$ cat src/hw/tmr_pkg.sv
// shared constants and types for the up/down auto-reload timer
package tmr_pkg;

  localparam int unsigned ADDR_W   = 4;
  localparam int unsigned DATA_W   = 8;

  // register offsets
  localparam logic [3:0] OFF_CTRL   = 4'h0;
  localparam logic [3:0] OFF_MODE   = 4'h1;
  localparam logic [3:0] OFF_CNT_LO = 4'h2;
  localparam logic [3:0] OFF_CNT_HI = 4'h3;
  localparam logic [3:0] OFF_RLD_LO = 4'h4;
  localparam logic [3:0] OFF_RLD_HI = 4'h5;
  localparam logic [3:0] OFF_STAT   = 4'h6;
  localparam logic [3:0] OFF_MASK   = 4'h7;

  // field positions
  localparam int unsigned MODE_DOWN_COUNT_ENABLE_BIT = 0;
  localparam int unsigned STAT_OVF_BIT  = 0;
  localparam int unsigned MASK_OVF_BIT  = 0;

  // reset values
  localparam logic [7:0]  CTRL_RST  = 8'h00;
  localparam logic [7:0]  BYTE_RST  = 8'h00;
  localparam logic        BIT_RST   = 1'b0;

  // counting constants
  localparam int unsigned PRESCALE_DIV = 12;
  localparam logic [15:0] CNT_MAX      = 16'hffff;
  localparam logic [15:0] CNT_ZERO     = 16'h0000;

  // pin sync vector positions
  localparam int unsigned PIN_COUNT = 0;
  localparam int unsigned PIN_DIR   = 1;

  typedef struct packed {
    logic ovf_flag;
    logic external_flag;
    logic receive_clock_select;
    logic transmit_clock_select;
    logic rsvd;
    logic run_control_bit;
    logic counter_timer_select;
    logic capture_reload_select;
  } tmr_ctrl_t;

  typedef struct packed {
    logic active;
    logic hit_up;
    logic hit_dn;
    logic wrap;
  } tmr_evt_t;

endpackage

$ cat src/hw/tmr_pin_sync.sv
// two-stage synchroniser with falling edge detect for external pins
`timescale 1ns/1ps
module tmr_pin_sync #(
  parameter int unsigned W = 2
) (
  input  wire logic         clk,    // system clock
  input  wire logic         rst,    // sync reset, active high
  input  wire logic         ce,     // clock enable
  input  wire logic [W-1:0] din,    // raw pin levels
  output logic      [W-1:0] q,      // synchronised levels
  output logic      [W-1:0] fall    // one-cycle falling edge pulses
);

  logic [W-1:0] meta_ff;
  logic [W-1:0] sync_ff;
  logic [W-1:0] prev_ff;

  // first stage feeds only the second stage
  always_ff @(posedge clk)
  begin
    if (rst)
    begin
      meta_ff <= '1;
      sync_ff <= '1;
      prev_ff <= '1;
    end
    else if (ce)
    begin
      meta_ff <= din;
      sync_ff <= meta_ff;
      prev_ff <= sync_ff;
    end
  end

  assign q    = sync_ff;
  assign fall = prev_ff & ~sync_ff;

endmodule // tmr_pin_sync

$ cat src/hw/tmr_updown_timer.sv
// 16-bit timer/counter with auto-reload, up/down counting and interrupt
//
// The address map and strobed register access are this design's own decisions.
`timescale 1ns/1ps
module tmr_updown_timer (
  input  wire logic       SYS_CLK,          // 100 MHz system clock
  input  wire logic       RST,              // sync reset, active high
  input  wire logic       CE,               // clock enable, freezes all state
  input  wire logic [3:0] ADDR,             // register address
  input  wire logic [7:0] WDATA,            // write data
  input  wire logic       WR,               // write strobe
  input  wire logic       RD,               // read strobe
  output logic      [7:0] RDATA,            // read data, cycle after RD
  input  wire logic       COUNT_INPUT_PIN,  // external count input
  input  wire logic       DIRECTION_PIN,    // external direction input
  output logic            IRQ               // level interrupt request
);

  ////////////////////////////////////////////////////////////////////////
  // declarations

  tmr_pkg::tmr_ctrl_t ctrl_ff;
  tmr_pkg::tmr_evt_t  evt;
  logic [7:0]         count_low_byte_ff;
  logic [7:0]         count_high_byte_ff;
  logic [7:0]         reload_low_byte_ff;
  logic [7:0]         reload_high_byte_ff;
  logic               down_count_enable_ff;
  logic               mask_ovf_ff;
  logic [3:0]         pre_ff;
  logic [7:0]         rdata_ff;
  logic               irq_ff;
  logic [7:0]         nxt_lo;
  logic [7:0]         nxt_hi;
  logic [7:0]         rd_mux;
  logic [1:0]         pin_q;
  logic [1:0]         pin_fall;
  logic [15:0]        count;
  logic [15:0]        reload;
  logic               tick;
  logic               pre_wrap;
  logic               auto_mode;
  logic               baud_mode;
  logic               updown;
  logic               dir_up;
  logic               reload_en;
  logic               ovf_set;
  logic               ext_tgl;
  logic               cnt_wr;

  function automatic logic sel(input logic [3:0] a, input logic [3:0] off);
    sel = (a == off);
  endfunction

  assign count  = {count_high_byte_ff, count_low_byte_ff};
  assign reload = {reload_high_byte_ff, reload_low_byte_ff};
  assign cnt_wr = WR & (sel(ADDR, tmr_pkg::OFF_CNT_LO) | sel(ADDR, tmr_pkg::OFF_CNT_HI));

  ////////////////////////////////////////////////////////////////////////
  // pin synchronisers

  tmr_pin_sync #(
    .W (2)
  ) u_pin_sync (
    .clk  (SYS_CLK),
    .rst  (RST),
    .ce   (CE),
    .din  ({DIRECTION_PIN, COUNT_INPUT_PIN}),
    .q    (pin_q),
    .fall (pin_fall)
  );

  ////////////////////////////////////////////////////////////////////////
  // input selection and prescaler

  assign pre_wrap = (pre_ff == 4'(tmr_pkg::PRESCALE_DIV - 1));

  always_ff @(posedge SYS_CLK)
  begin
    if (RST)
      pre_ff <= 4'h0;
    else if (CE)
      pre_ff <= pre_wrap ? 4'h0 : pre_ff + 4'h1;
  end

  // counter mode uses the falling edge of the synchronised pin
  assign tick = ctrl_ff.counter_timer_select ? pin_fall[tmr_pkg::PIN_COUNT]
                                             : pre_wrap;

  ////////////////////////////////////////////////////////////////////////
  // mode decode and wrap detection

  assign baud_mode = ctrl_ff.receive_clock_select | ctrl_ff.transmit_clock_select;
  assign auto_mode = ~baud_mode & ~ctrl_ff.capture_reload_select;
  assign reload_en = ~ctrl_ff.capture_reload_select | baud_mode;
  assign updown    = auto_mode & down_count_enable_ff;
  assign dir_up    = ~updown | pin_q[tmr_pkg::PIN_DIR];

  // one process drives every field of the event struct
  always_comb
  begin
    evt.active = CE & ctrl_ff.run_control_bit & tick;
    evt.hit_up = dir_up & (count == tmr_pkg::CNT_MAX);
    evt.hit_dn = ~dir_up & (count == reload);
    evt.wrap   = evt.active & ~cnt_wr & (evt.hit_up | evt.hit_dn);
  end

  assign ovf_set = evt.wrap & ~baud_mode;
  assign ext_tgl = evt.wrap & updown;

  ////////////////////////////////////////////////////////////////////////
  // count registers

  // a software write to either count byte takes that cycle
  always_comb
  begin
    {nxt_hi, nxt_lo} = count;
    if (WR && sel(ADDR, tmr_pkg::OFF_CNT_LO))
      nxt_lo = WDATA;
    else if (WR && sel(ADDR, tmr_pkg::OFF_CNT_HI))
      nxt_hi = WDATA;
    else if (evt.active)
    begin
      if (dir_up)
      begin
        if (evt.hit_up)
          {nxt_hi, nxt_lo} = reload_en ? reload : tmr_pkg::CNT_ZERO;
        else
          {nxt_hi, nxt_lo} = count + 16'h0001;
      end
      else
      begin
        if (evt.hit_dn)
          {nxt_hi, nxt_lo} = tmr_pkg::CNT_MAX;
        else
          {nxt_hi, nxt_lo} = count - 16'h0001;
      end
    end
  end

  always_ff @(posedge SYS_CLK)
  begin
    if (RST)
    begin
      count_low_byte_ff  <= tmr_pkg::BYTE_RST;
      count_high_byte_ff <= tmr_pkg::BYTE_RST;
    end
    else if (CE)
    begin
      count_low_byte_ff  <= nxt_lo;
      count_high_byte_ff <= nxt_hi;
    end
  end

  ////////////////////////////////////////////////////////////////////////
  // software registers

  always_ff @(posedge SYS_CLK)
  begin
    if (RST)
    begin
      reload_low_byte_ff   <= tmr_pkg::BYTE_RST;
      reload_high_byte_ff  <= tmr_pkg::BYTE_RST;
      down_count_enable_ff <= tmr_pkg::BIT_RST;
      mask_ovf_ff          <= tmr_pkg::BIT_RST;
    end
    else if (CE && WR)
    begin
      if (sel(ADDR, tmr_pkg::OFF_RLD_LO))
        reload_low_byte_ff <= WDATA;
      if (sel(ADDR, tmr_pkg::OFF_RLD_HI))
        reload_high_byte_ff <= WDATA;
      if (sel(ADDR, tmr_pkg::OFF_MODE))
        down_count_enable_ff <= WDATA[tmr_pkg::MODE_DOWN_COUNT_ENABLE_BIT];
      if (sel(ADDR, tmr_pkg::OFF_MASK))
        mask_ovf_ff <= WDATA[tmr_pkg::MASK_OVF_BIT];
    end
  end

  // control register; hardware set or toggle wins over a software write
  always_ff @(posedge SYS_CLK)
  begin
    if (RST)
      ctrl_ff <= tmr_pkg::CTRL_RST;
    else if (CE)
    begin
      if (WR && sel(ADDR, tmr_pkg::OFF_CTRL))
      begin
        ctrl_ff.external_flag         <= WDATA[6];
        ctrl_ff.receive_clock_select  <= WDATA[5];
        ctrl_ff.transmit_clock_select <= WDATA[4];
        ctrl_ff.run_control_bit       <= WDATA[2];
        ctrl_ff.counter_timer_select  <= WDATA[1];
        ctrl_ff.capture_reload_select <= WDATA[0];
        // flag is cleared by writing zero here, or by writing one to the status register
        if (!WDATA[7])
          ctrl_ff.ovf_flag <= 1'b0;
      end
      if (WR && sel(ADDR, tmr_pkg::OFF_STAT) && WDATA[tmr_pkg::STAT_OVF_BIT])
        ctrl_ff.ovf_flag <= 1'b0;
      if (ovf_set)
        ctrl_ff.ovf_flag <= 1'b1;
      if (ext_tgl)
        ctrl_ff.external_flag <= ~ctrl_ff.external_flag;
    end
  end

  ////////////////////////////////////////////////////////////////////////
  // read port and interrupt

  always_comb
  begin
    case (ADDR)
      tmr_pkg::OFF_CTRL:   rd_mux = {ctrl_ff[7:4], 1'b0, ctrl_ff[2:0]};
      tmr_pkg::OFF_MODE:   rd_mux = {7'h00, down_count_enable_ff};
      tmr_pkg::OFF_CNT_LO: rd_mux = count_low_byte_ff;
      tmr_pkg::OFF_CNT_HI: rd_mux = count_high_byte_ff;
      tmr_pkg::OFF_RLD_LO: rd_mux = reload_low_byte_ff;
      tmr_pkg::OFF_RLD_HI: rd_mux = reload_high_byte_ff;
      tmr_pkg::OFF_STAT:   rd_mux = {7'h00, ctrl_ff.ovf_flag};
      tmr_pkg::OFF_MASK:   rd_mux = {7'h00, mask_ovf_ff};
      default:             rd_mux = 8'h00;
    endcase
  end

  always_ff @(posedge SYS_CLK)
  begin
    if (RST)
      rdata_ff <= 8'h00;
    else if (CE)
      rdata_ff <= RD ? rd_mux : 8'h00;
  end

  // only the overflow flag reaches the interrupt line
  always_ff @(posedge SYS_CLK)
  begin
    if (RST)
      irq_ff <= 1'b0;
    else if (CE)
      irq_ff <= ctrl_ff.ovf_flag & mask_ovf_ff;
  end

  assign RDATA = rdata_ff;
  assign IRQ   = irq_ff;

  ////////////////////////////////////////////////////////////////////////
  // assertions

  AST_LOW_CARRY:
  assert property (@(posedge SYS_CLK) disable iff (RST)
    (evt.active && dir_up && !evt.hit_up && !cnt_wr && count_low_byte_ff == 8'hff)
    |=> (count_low_byte_ff == 8'h00) && (count_high_byte_ff == $past(count_high_byte_ff) + 8'h01))
  else $error("low byte did not carry into high byte");

  AST_PRESCALE:
  assert property (@(posedge SYS_CLK) disable iff (RST)
    (!ctrl_ff.counter_timer_select && !pre_wrap && !cnt_wr)
    |=> $stable(count))
  else $error("timer advanced off the divide-by-12 tick");

  AST_RUN_STOP:
  assert property (@(posedge SYS_CLK) disable iff (RST)
    (!ctrl_ff.run_control_bit && !cnt_wr) |=> $stable(count))
  else $error("count moved while stopped");

  AST_UP_ONLY:
  assert property (@(posedge SYS_CLK) disable iff (RST)
    (auto_mode && !down_count_enable_ff && evt.active && !evt.hit_up && !cnt_wr)
    |=> count == $past(count) + 16'h0001)
  else $error("plain auto-reload did not count up");

  AST_DOWN_STEP:
  assert property (@(posedge SYS_CLK) disable iff (RST)
    (updown && !pin_q[tmr_pkg::PIN_DIR] && evt.active && !evt.hit_dn && !cnt_wr)
    |=> count == $past(count) - 16'h0001)
  else $error("direction low did not count down");

  AST_OVF_FLAG:
  assert property (@(posedge SYS_CLK) disable iff (RST)
    (evt.wrap && evt.hit_up && !baud_mode)
    |=> ctrl_ff.ovf_flag ##1 (IRQ == $past(mask_ovf_ff)))
  else $error("overflow did not set flag and request");

  AST_UP_RELOAD:
  assert property (@(posedge SYS_CLK) disable iff (RST)
    (evt.wrap && evt.hit_up && reload_en) |=> count == $past(reload))
  else $error("overflow did not load reload value");

  AST_DOWN_WRAP:
  assert property (@(posedge SYS_CLK) disable iff (RST)
    (evt.wrap && evt.hit_dn) |=> (count == tmr_pkg::CNT_MAX) && ctrl_ff.ovf_flag)
  else $error("underflow did not load ffff and set flag");

  AST_EXT_TOGGLE:
  assert property (@(posedge SYS_CLK) disable iff (RST)
    (evt.wrap && updown) |=> ctrl_ff.external_flag != $past(ctrl_ff.external_flag))
  else $error("external flag did not toggle on wrap");

  AST_NO_EXT_IRQ:
  assert property (@(posedge SYS_CLK) disable iff (RST)
    (CE && !(ctrl_ff.ovf_flag && mask_ovf_ff)) |=> !IRQ)
  else $error("interrupt raised without overflow flag");

  AST_BAUD_NO_FLAG:
  assert property (@(posedge SYS_CLK) disable iff (RST)
    (!ctrl_ff.ovf_flag && baud_mode) |=> !ctrl_ff.ovf_flag)
  else $error("overflow flag set with a clock select high");

  AST_PIN_EDGE:
  assert property (@(posedge SYS_CLK) disable iff (RST)
    (ctrl_ff.counter_timer_select && !pin_fall[tmr_pkg::PIN_COUNT] && !cnt_wr)
    |=> $stable(count))
  else $error("counter advanced without a falling edge");

endmodule // tmr_updown_timer

$ cat config.mk
export PLATFORM = sky130hd
export DESIGN_NAME = tmr_updown_timer
export DESIGN_NICKNAME = d
export VERILOG_FILES = /design/src/hw/tmr_pkg.sv /design/src/hw/tmr_pin_sync.sv /design/src/hw/tmr_updown_timer.sv
export SDC_FILE = /design/constraint.sdc
export NUM_CORES = 1
export LEC_CHECK = 0
export CAP_MARGIN = 20
export CELL_PAD_IN_SITES_DETAIL_PLACEMENT = 1
export CELL_PAD_IN_SITES_GLOBAL_PLACEMENT = 2
export CORE_UTILIZATION = 30
export DETAILED_ROUTE_END_ITERATION = 8
export DONT_BUFFER_PORTS = 1
export GPL_TIMING_DRIVEN = 0
export PLACE_DENSITY = 0.67
export SYNTH_ARGS = -nofsm -noshare
export SYNTH_HDL_FRONTEND = slang
export SYNTH_SLANG_ARGS = --single-unit
$ cat constraint.sdc
create_clock -name SYS_CLK -period 2.34 [get_ports SYS_CLK]
set_clock_uncertainty 0.1 [all_clocks]
set_input_delay 0.468 -clock SYS_CLK [delete_from_list [all_inputs] [get_ports SYS_CLK]]
set_output_delay 0.468 -clock SYS_CLK [all_outputs]
set_load 0.05 [all_outputs]
**Yosys cells after proc, flatten, opt, wreduce, memory -nomap -nowiden**

Cells that the tools add are included.

- Register bits after elaboration: 59
- Input bits: 19
- Output and inout bits: 9
- Logic and storage cells: 101

- Add/sub/neg operators: 3
- Equal/unequal tests: 12
- Mux-type cells: 21
- Bitwise logic cells: 26
- Reduce and logical (&&, ||, !) cells: 20

Operators by type and width:

| operator | number |
|---|---|
| 8-bit two-way mux | 12 |
| 8-bit case mux with 8 select lines | 1 |
| 16-bit by 1-bit adder with 16-bit output, second input constant | 1 |
| 16-bit == test | 1 |
| 16-bit == test, second input constant | 1 |
| 4-bit by 3-bit == test with 1-bit output, second input constant | 4 |
| 16-bit two-way mux | 1 |
| 16-bit by 1-bit subtractor with 16-bit output, second input constant | 1 |
| 1-bit AND | 13 |
| 2-bit AND reduction | 6 |
| 3-bit AND reduction | 3 |
| 4-bit by 2-bit == test with 1-bit output, second input constant | 2 |
| 4-bit two-way mux | 2 |
| 1-bit NOT | 8 |
| 1-bit logical AND | 6 |
| 2-bit nonzero test | 3 |
| 1-bit two-way mux | 5 |
| 1-bit bitwise OR | 5 |
| 4-bit by 1-bit adder with 4-bit output, second input constant | 1 |
| 4-bit by 1-bit == test with 1-bit output, second input constant | 1 |
| 4-bit == test, second input constant | 1 |
| 4-bit zero test | 1 |
| 3-bit by 1-bit inequality test with 1-bit output, second input constant | 1 |
| 3-bit nonzero test | 1 |
| 2-bit inequality test, second input constant | 1 |

**Longest topological paths before layout**

- Depth in word-level cells: 13
- Gate-level depth with buffers: 9
- Depth with buffers taken out: 8

**Modules after synthesis**

Synthesis repeated with hierarchy kept, for this count alone.

- Cells, all modules: 500
- Area total of the unflattened synthesis: 4081.4 sq um

By module, submodules not included:

| module | instances | cells an instance | area each (sq um) | sequential area each (sq um) |
|---|---|---|---|---|
| tmr_updown_timer | 1 | 479 | 3836.2 | 1081.0 |
| tmr_pin_sync | 1 | 21 | 245.2 | 120.1 |

**Worst setup path after synthesis**

OpenSTA, ideal clock, no wires.

- Path type: register -> register
- Start: reg count_low_byte_ff[0]
- End: reg count_high_byte_ff[7]
- Library setup time: 0.132 ns
- Arrival: 2.012 ns
- Data required time: 2.108 ns
- Setup slack: 0.096 ns
- Cell stages (with the launch flop): 9
- Path buffers: 1
- Clock period less this slack: 2.244 ns
- Path through: dfxtp_1 ha_1 nand2_1 or4_4 or3_1 buf_2 a221oi_2 a311o_1 a21oi_1

- Word-level cells in the longest chain between the ends: 6
- Elaborated cells between the ends (all ways): 11
- Those cells by class: add/sub: 2; eq/ne: 2; mux: 5; bitwise: 2

RTL lines:

| what | RTL line | RTL |
|---|---|---|
| from (decl) | tmr_updown_timer.sv:24 | `logic [7:0] count_low_byte_ff;` |
| from (signal assigned) | tmr_updown_timer.sv:145 | `count_low_byte_ff <= tmr_pkg::BYTE_RST;` |
| from (signal assigned) | tmr_updown_timer.sv:150 | `count_low_byte_ff <= nxt_lo;` |
| branches (longest 3 deep; another with 16-bit by 1-bit subtractor with 16-bit output) | n/a |  |
| 8-bit two-way mux * | tmr_updown_timer.sv:124 | `if (dir_up)` |
| 8-bit two-way mux * | tmr_updown_timer.sv:122 | `else if (evt.active)` |
| 8-bit two-way mux * | tmr_updown_timer.sv:120 | `else if (WR && sel(ADDR, tmr_pkg::OFF_CNT_HI))` |
| to (signal assigned) | tmr_updown_timer.sv:146 | `count_high_byte_ff <= tmr_pkg::BYTE_RST;` |
| to (signal assigned) | tmr_updown_timer.sv:151 | `count_high_byte_ff <= nxt_hi;` |
| to (decl) | tmr_updown_timer.sv:25 | `logic [7:0] count_high_byte_ff;` |

Mark *: on every way between the ends. The select of a mux whose other input is x is not followed.
A chain may end at the register's enable or synchronous reset.

**Final worst setup path**

Ends and elaborated chain as after synthesis.

==> impl_metrics.ini <==
[status]
status = finished, violations left
violations = negative setup slack

[pwr]
seqPwrFrac_pct = 37.2
p_sw_share_pct = 26.1
ir_drop_uv = 318
pwr-share-clk_pct = 53.2
power.internal_mw = 2.05
cellLeakagePower_nw = 1.89
pwr-share-comb_pct = 9.6
p_per_area_nw_per_um2 = 564
power_mw = 2.77
p_switching_mw = 0.722

[synthesis]
synthFlopType = dfxtp_1
seq_area_frac_synth_pct = 30.2
yosysWarnings = 0
yosys_register_bits = 59
synth.distinct_cells = 63
syn-num-nets = 517
async_flop_share_pct = 0
synthesis.area_um2 = 3910
synth_area_per_cell_um2 = 7.90
synth-edff-count = 0
syn_inst = 495

[run]
maxCapViolCount = 0

[final_layout]
multi_input_area_um2 = 2690
area_growth_pct = 25.6
drive_gt1_share_pct = 21.5
diodes = 0
layout.nets = 551
fillCellCount = 1547
regArea_um2 = 1190

[grt]
antenna_found_initial = 0
grt_pass1_vias = 4136
grt_overflow = 0
grt_pass1_wl_um = 25800
grtUsageTotal_pct = 26.6
grt_max_degree = 12

[die]
fp-row-count = 41
ios = 28
start_util_pct = 30.9
die_w_um = 116
dieArea_um2 = 13500
fp.coreArea_um2 = 12700
die_h_um = 116

[sta]
worst_pin_slew_ns = 0.778
final_hold_viol_count = 0
setup_slack_ns = -0.0323
fin_crit_ns = 2.37
slew_headroom_pct = 47.7
max_freq_ghz = 0.422
period_share_pct = 101
drv_slew = 0
rsz0062_at_grt = true
setup_violations = 1

[hold_path]
hold_path.class = in -> reg
min_from = COUNT_INPUT_PIN
worstHoldPathCells = 2
min_to = u_pin_sync.meta_ff[0]$_SDFFE_PP1P_

[detailed_routing]
first_pass_iters = 5
drtIter0Drc = 240
antenna_left = 0
drcViolationCount = 0
routedWlPerCell_um = 24.0
drt-total-wl_um = 16900
dr_total_vias = 4145
viasPerCell = 5.87

[clocking]
cts.sinks = 59
clock_latency_ns = 0.34
cts_inserted_buffers = 9
cts_hold_buf = 0
clk_pin_slew_worst_paths_ns = 0.06
cts_tree = done
htreeDepth = 3
cts_root_buf = clkbuf_16
clockBufferDepth = 2

[place]
gp_congestion = 0.838
dp_hpwl_um = 11900
dp_slack_ns = -0.741
io_buffers = 0

[worst_setup_path]
critical_path.max_fanout = 7
cp-end-kind = flip-flop
rr_endpoint = count_high_byte_ff[7]$_SDFFE_PP0P_
r2r_cells = 8
cp-start-kind = flip-flop
arrival_ns = 2.47
timing.reg2reg.setup_slack_ns = -0.03
path_class = reg -> reg
reg2reg_from = count_low_byte_ff[0]$_SDFFE_PP0P_
crit_required_ns = 2.44
[cells in the final DEF (no fill, tap or decap), types with 13 or more instances in the layout]
cell type / n
nor2_1: 54
buf_4: 25
nand2_1: 41
nand3_1: 21
xnor2_1: 14
a21oi_1: 41
a22oi_1: 19
o21ai_0: 14
a31oi_1: 13
mux2i_1: 25
dfxtp_1: 56
xor2_1: 23
[through the flow]
stage	hold WS (ns)	util, %	TNS [ns]	instances	area, µm²
2_1_floorplan	0.334	-	0	495	3910
3_3_place_gp	0.350	32.6	-13.90	667	4130
3_5_place_dp	0.362	32.6	-13.61	667	4130
4_1_cts	0.165	37.9	-0.0243	701	4800
5_1_grt	0.177	38.8	-0.161	706	4910
6_report	0.172	38.8	-0.0323	706	4910
[final cells by class]
cell class / instances / share of cell area [%]
buffer: 44 / 5.94
inverter: 9 / 0.688
clock buffer: 10 / 4.66
timing repair buffer: 23 / 3.59
multi-input combinational: 383 / 54.7
sequential: 59 / 24.2
tap: 172 / 4.38
clock inverter: 6 / 1.83
[per-layer routing]
metal / routed length (µm) / global-route usage, % / up-vias
met5: 0 / 0 / -
met4: 459 / 9.66 / 0
met3: 867 / 4.31 / 29
met2: 7770 / 41.8 / 130
met1: 7850 / 36.6 / 2095
li1: - / - / 1891
[state kept, by name, summed over array words and instances (netlist names), 2 cells and up]
name                 count
RDATA                    8
count_high_byte_ff       8
count_low_byte_ff        8
reload_high_byte_ff      8
reload_low_byte_ff       8
ctrl_ff                  7
pre_ff                   4
u_pin_sync.meta_ff       2
u_pin_sync.q             2
[cell families after synthesis]
family                     synth area share, %
AOI/OAI and AO/OA                         22.3
muxes                                     8.70
and+or+nand+nor                           23.2
buffers and inverters                     6.11
adders and majority gates                0.960
xor gates and xnor gates                  8.51
DFF                                       30.2
[synthesized netlist by cell type (all sizes together) (3+ instances only)]
cell type	n	area, µm²
buf	21	119
mux2i	25	250
nor2	55	206
nand3	22	110
or4	5	45.0
nor3	12	60.1
nor4	12	87.6
a22oi	19	143
nand2	43	161
ha	3	37.5
xor2	24	210
xnor2	14	123
a221oi	5	50.0
a32oi	3	26.3
a21oi	43	215
and3	4	25.0
o211ai	4	30.0
o221ai	7	61.3
clkbuf	23	86.3
a311o	3	30.0
o22ai	6	37.5
mux2	8	90.1
o21ai	15	75.1
nand4	6	58.8
dfxtp	59	1180
a31oi	13	81.3
inv	9	33.8
[power by group through the flow]
stage / logic, mW / clock network, mW / registers [mW]
floorplan: 0.156 / 0 / 1.05
global placement: 0.220 / 0 / 1.05
detailed placement: 0.223 / 0 / 1.05
CTS: 0.247 / 1.49 / 1.03
global route: 0.285 / 1.53 / 1.03
finish: 0.265 / 1.47 / 1.03
[worst max-delay path by stage]
stage,from,to,slack [ns],depth (start not counted)
3_3_place_gp,count_low_byte_ff[1]$_SDFFE_PP0P_,count_high_byte_ff[5]$_SDFFE_PP0P_,-0.77,8
4_1_cts,count_low_byte_ff[1]$_SDFFE_PP0P_,count_high_byte_ff[7]$_SDFFE_PP0P_,-0.02,8
5_1_grt,count_low_byte_ff[6]$_SDFFE_PP0P_,count_high_byte_ff[7]$_SDFFE_PP0P_,-0.10,8
2_1_floorplan,count_low_byte_ff[0]$_SDFFE_PP0P_,count_high_byte_ff[7]$_SDFFE_PP0P_,0.1,8
3_5_place_dp,count_low_byte_ff[1]$_SDFFE_PP0P_,count_high_byte_ff[5]$_SDFFE_PP0P_,-0.74,8
6_report,count_low_byte_ff[0]$_SDFFE_PP0P_,count_high_byte_ff[7]$_SDFFE_PP0P_,-0.03,8
[critical path, stage by stage, from the launching register on]
cell      delay [ns]
dfxtp_2         0.35
ha_4            0.16
nand2_4         0.08
or4_4           0.56
or3_1           0.34
buf_6           0.16
a221oi_2        0.24
a311o_1         0.17
a21oi_2         0.06
[timing repair]
item | 4_1_cts | 5_1_grt
pin swaps | 11 | 4
cloned | 0 | 0
resized for setup | 50 | 30
buffers inserted | 18 | 5
endpoints found under the setup margin | 18 | 24
Power figures use the tool's default switching activity.
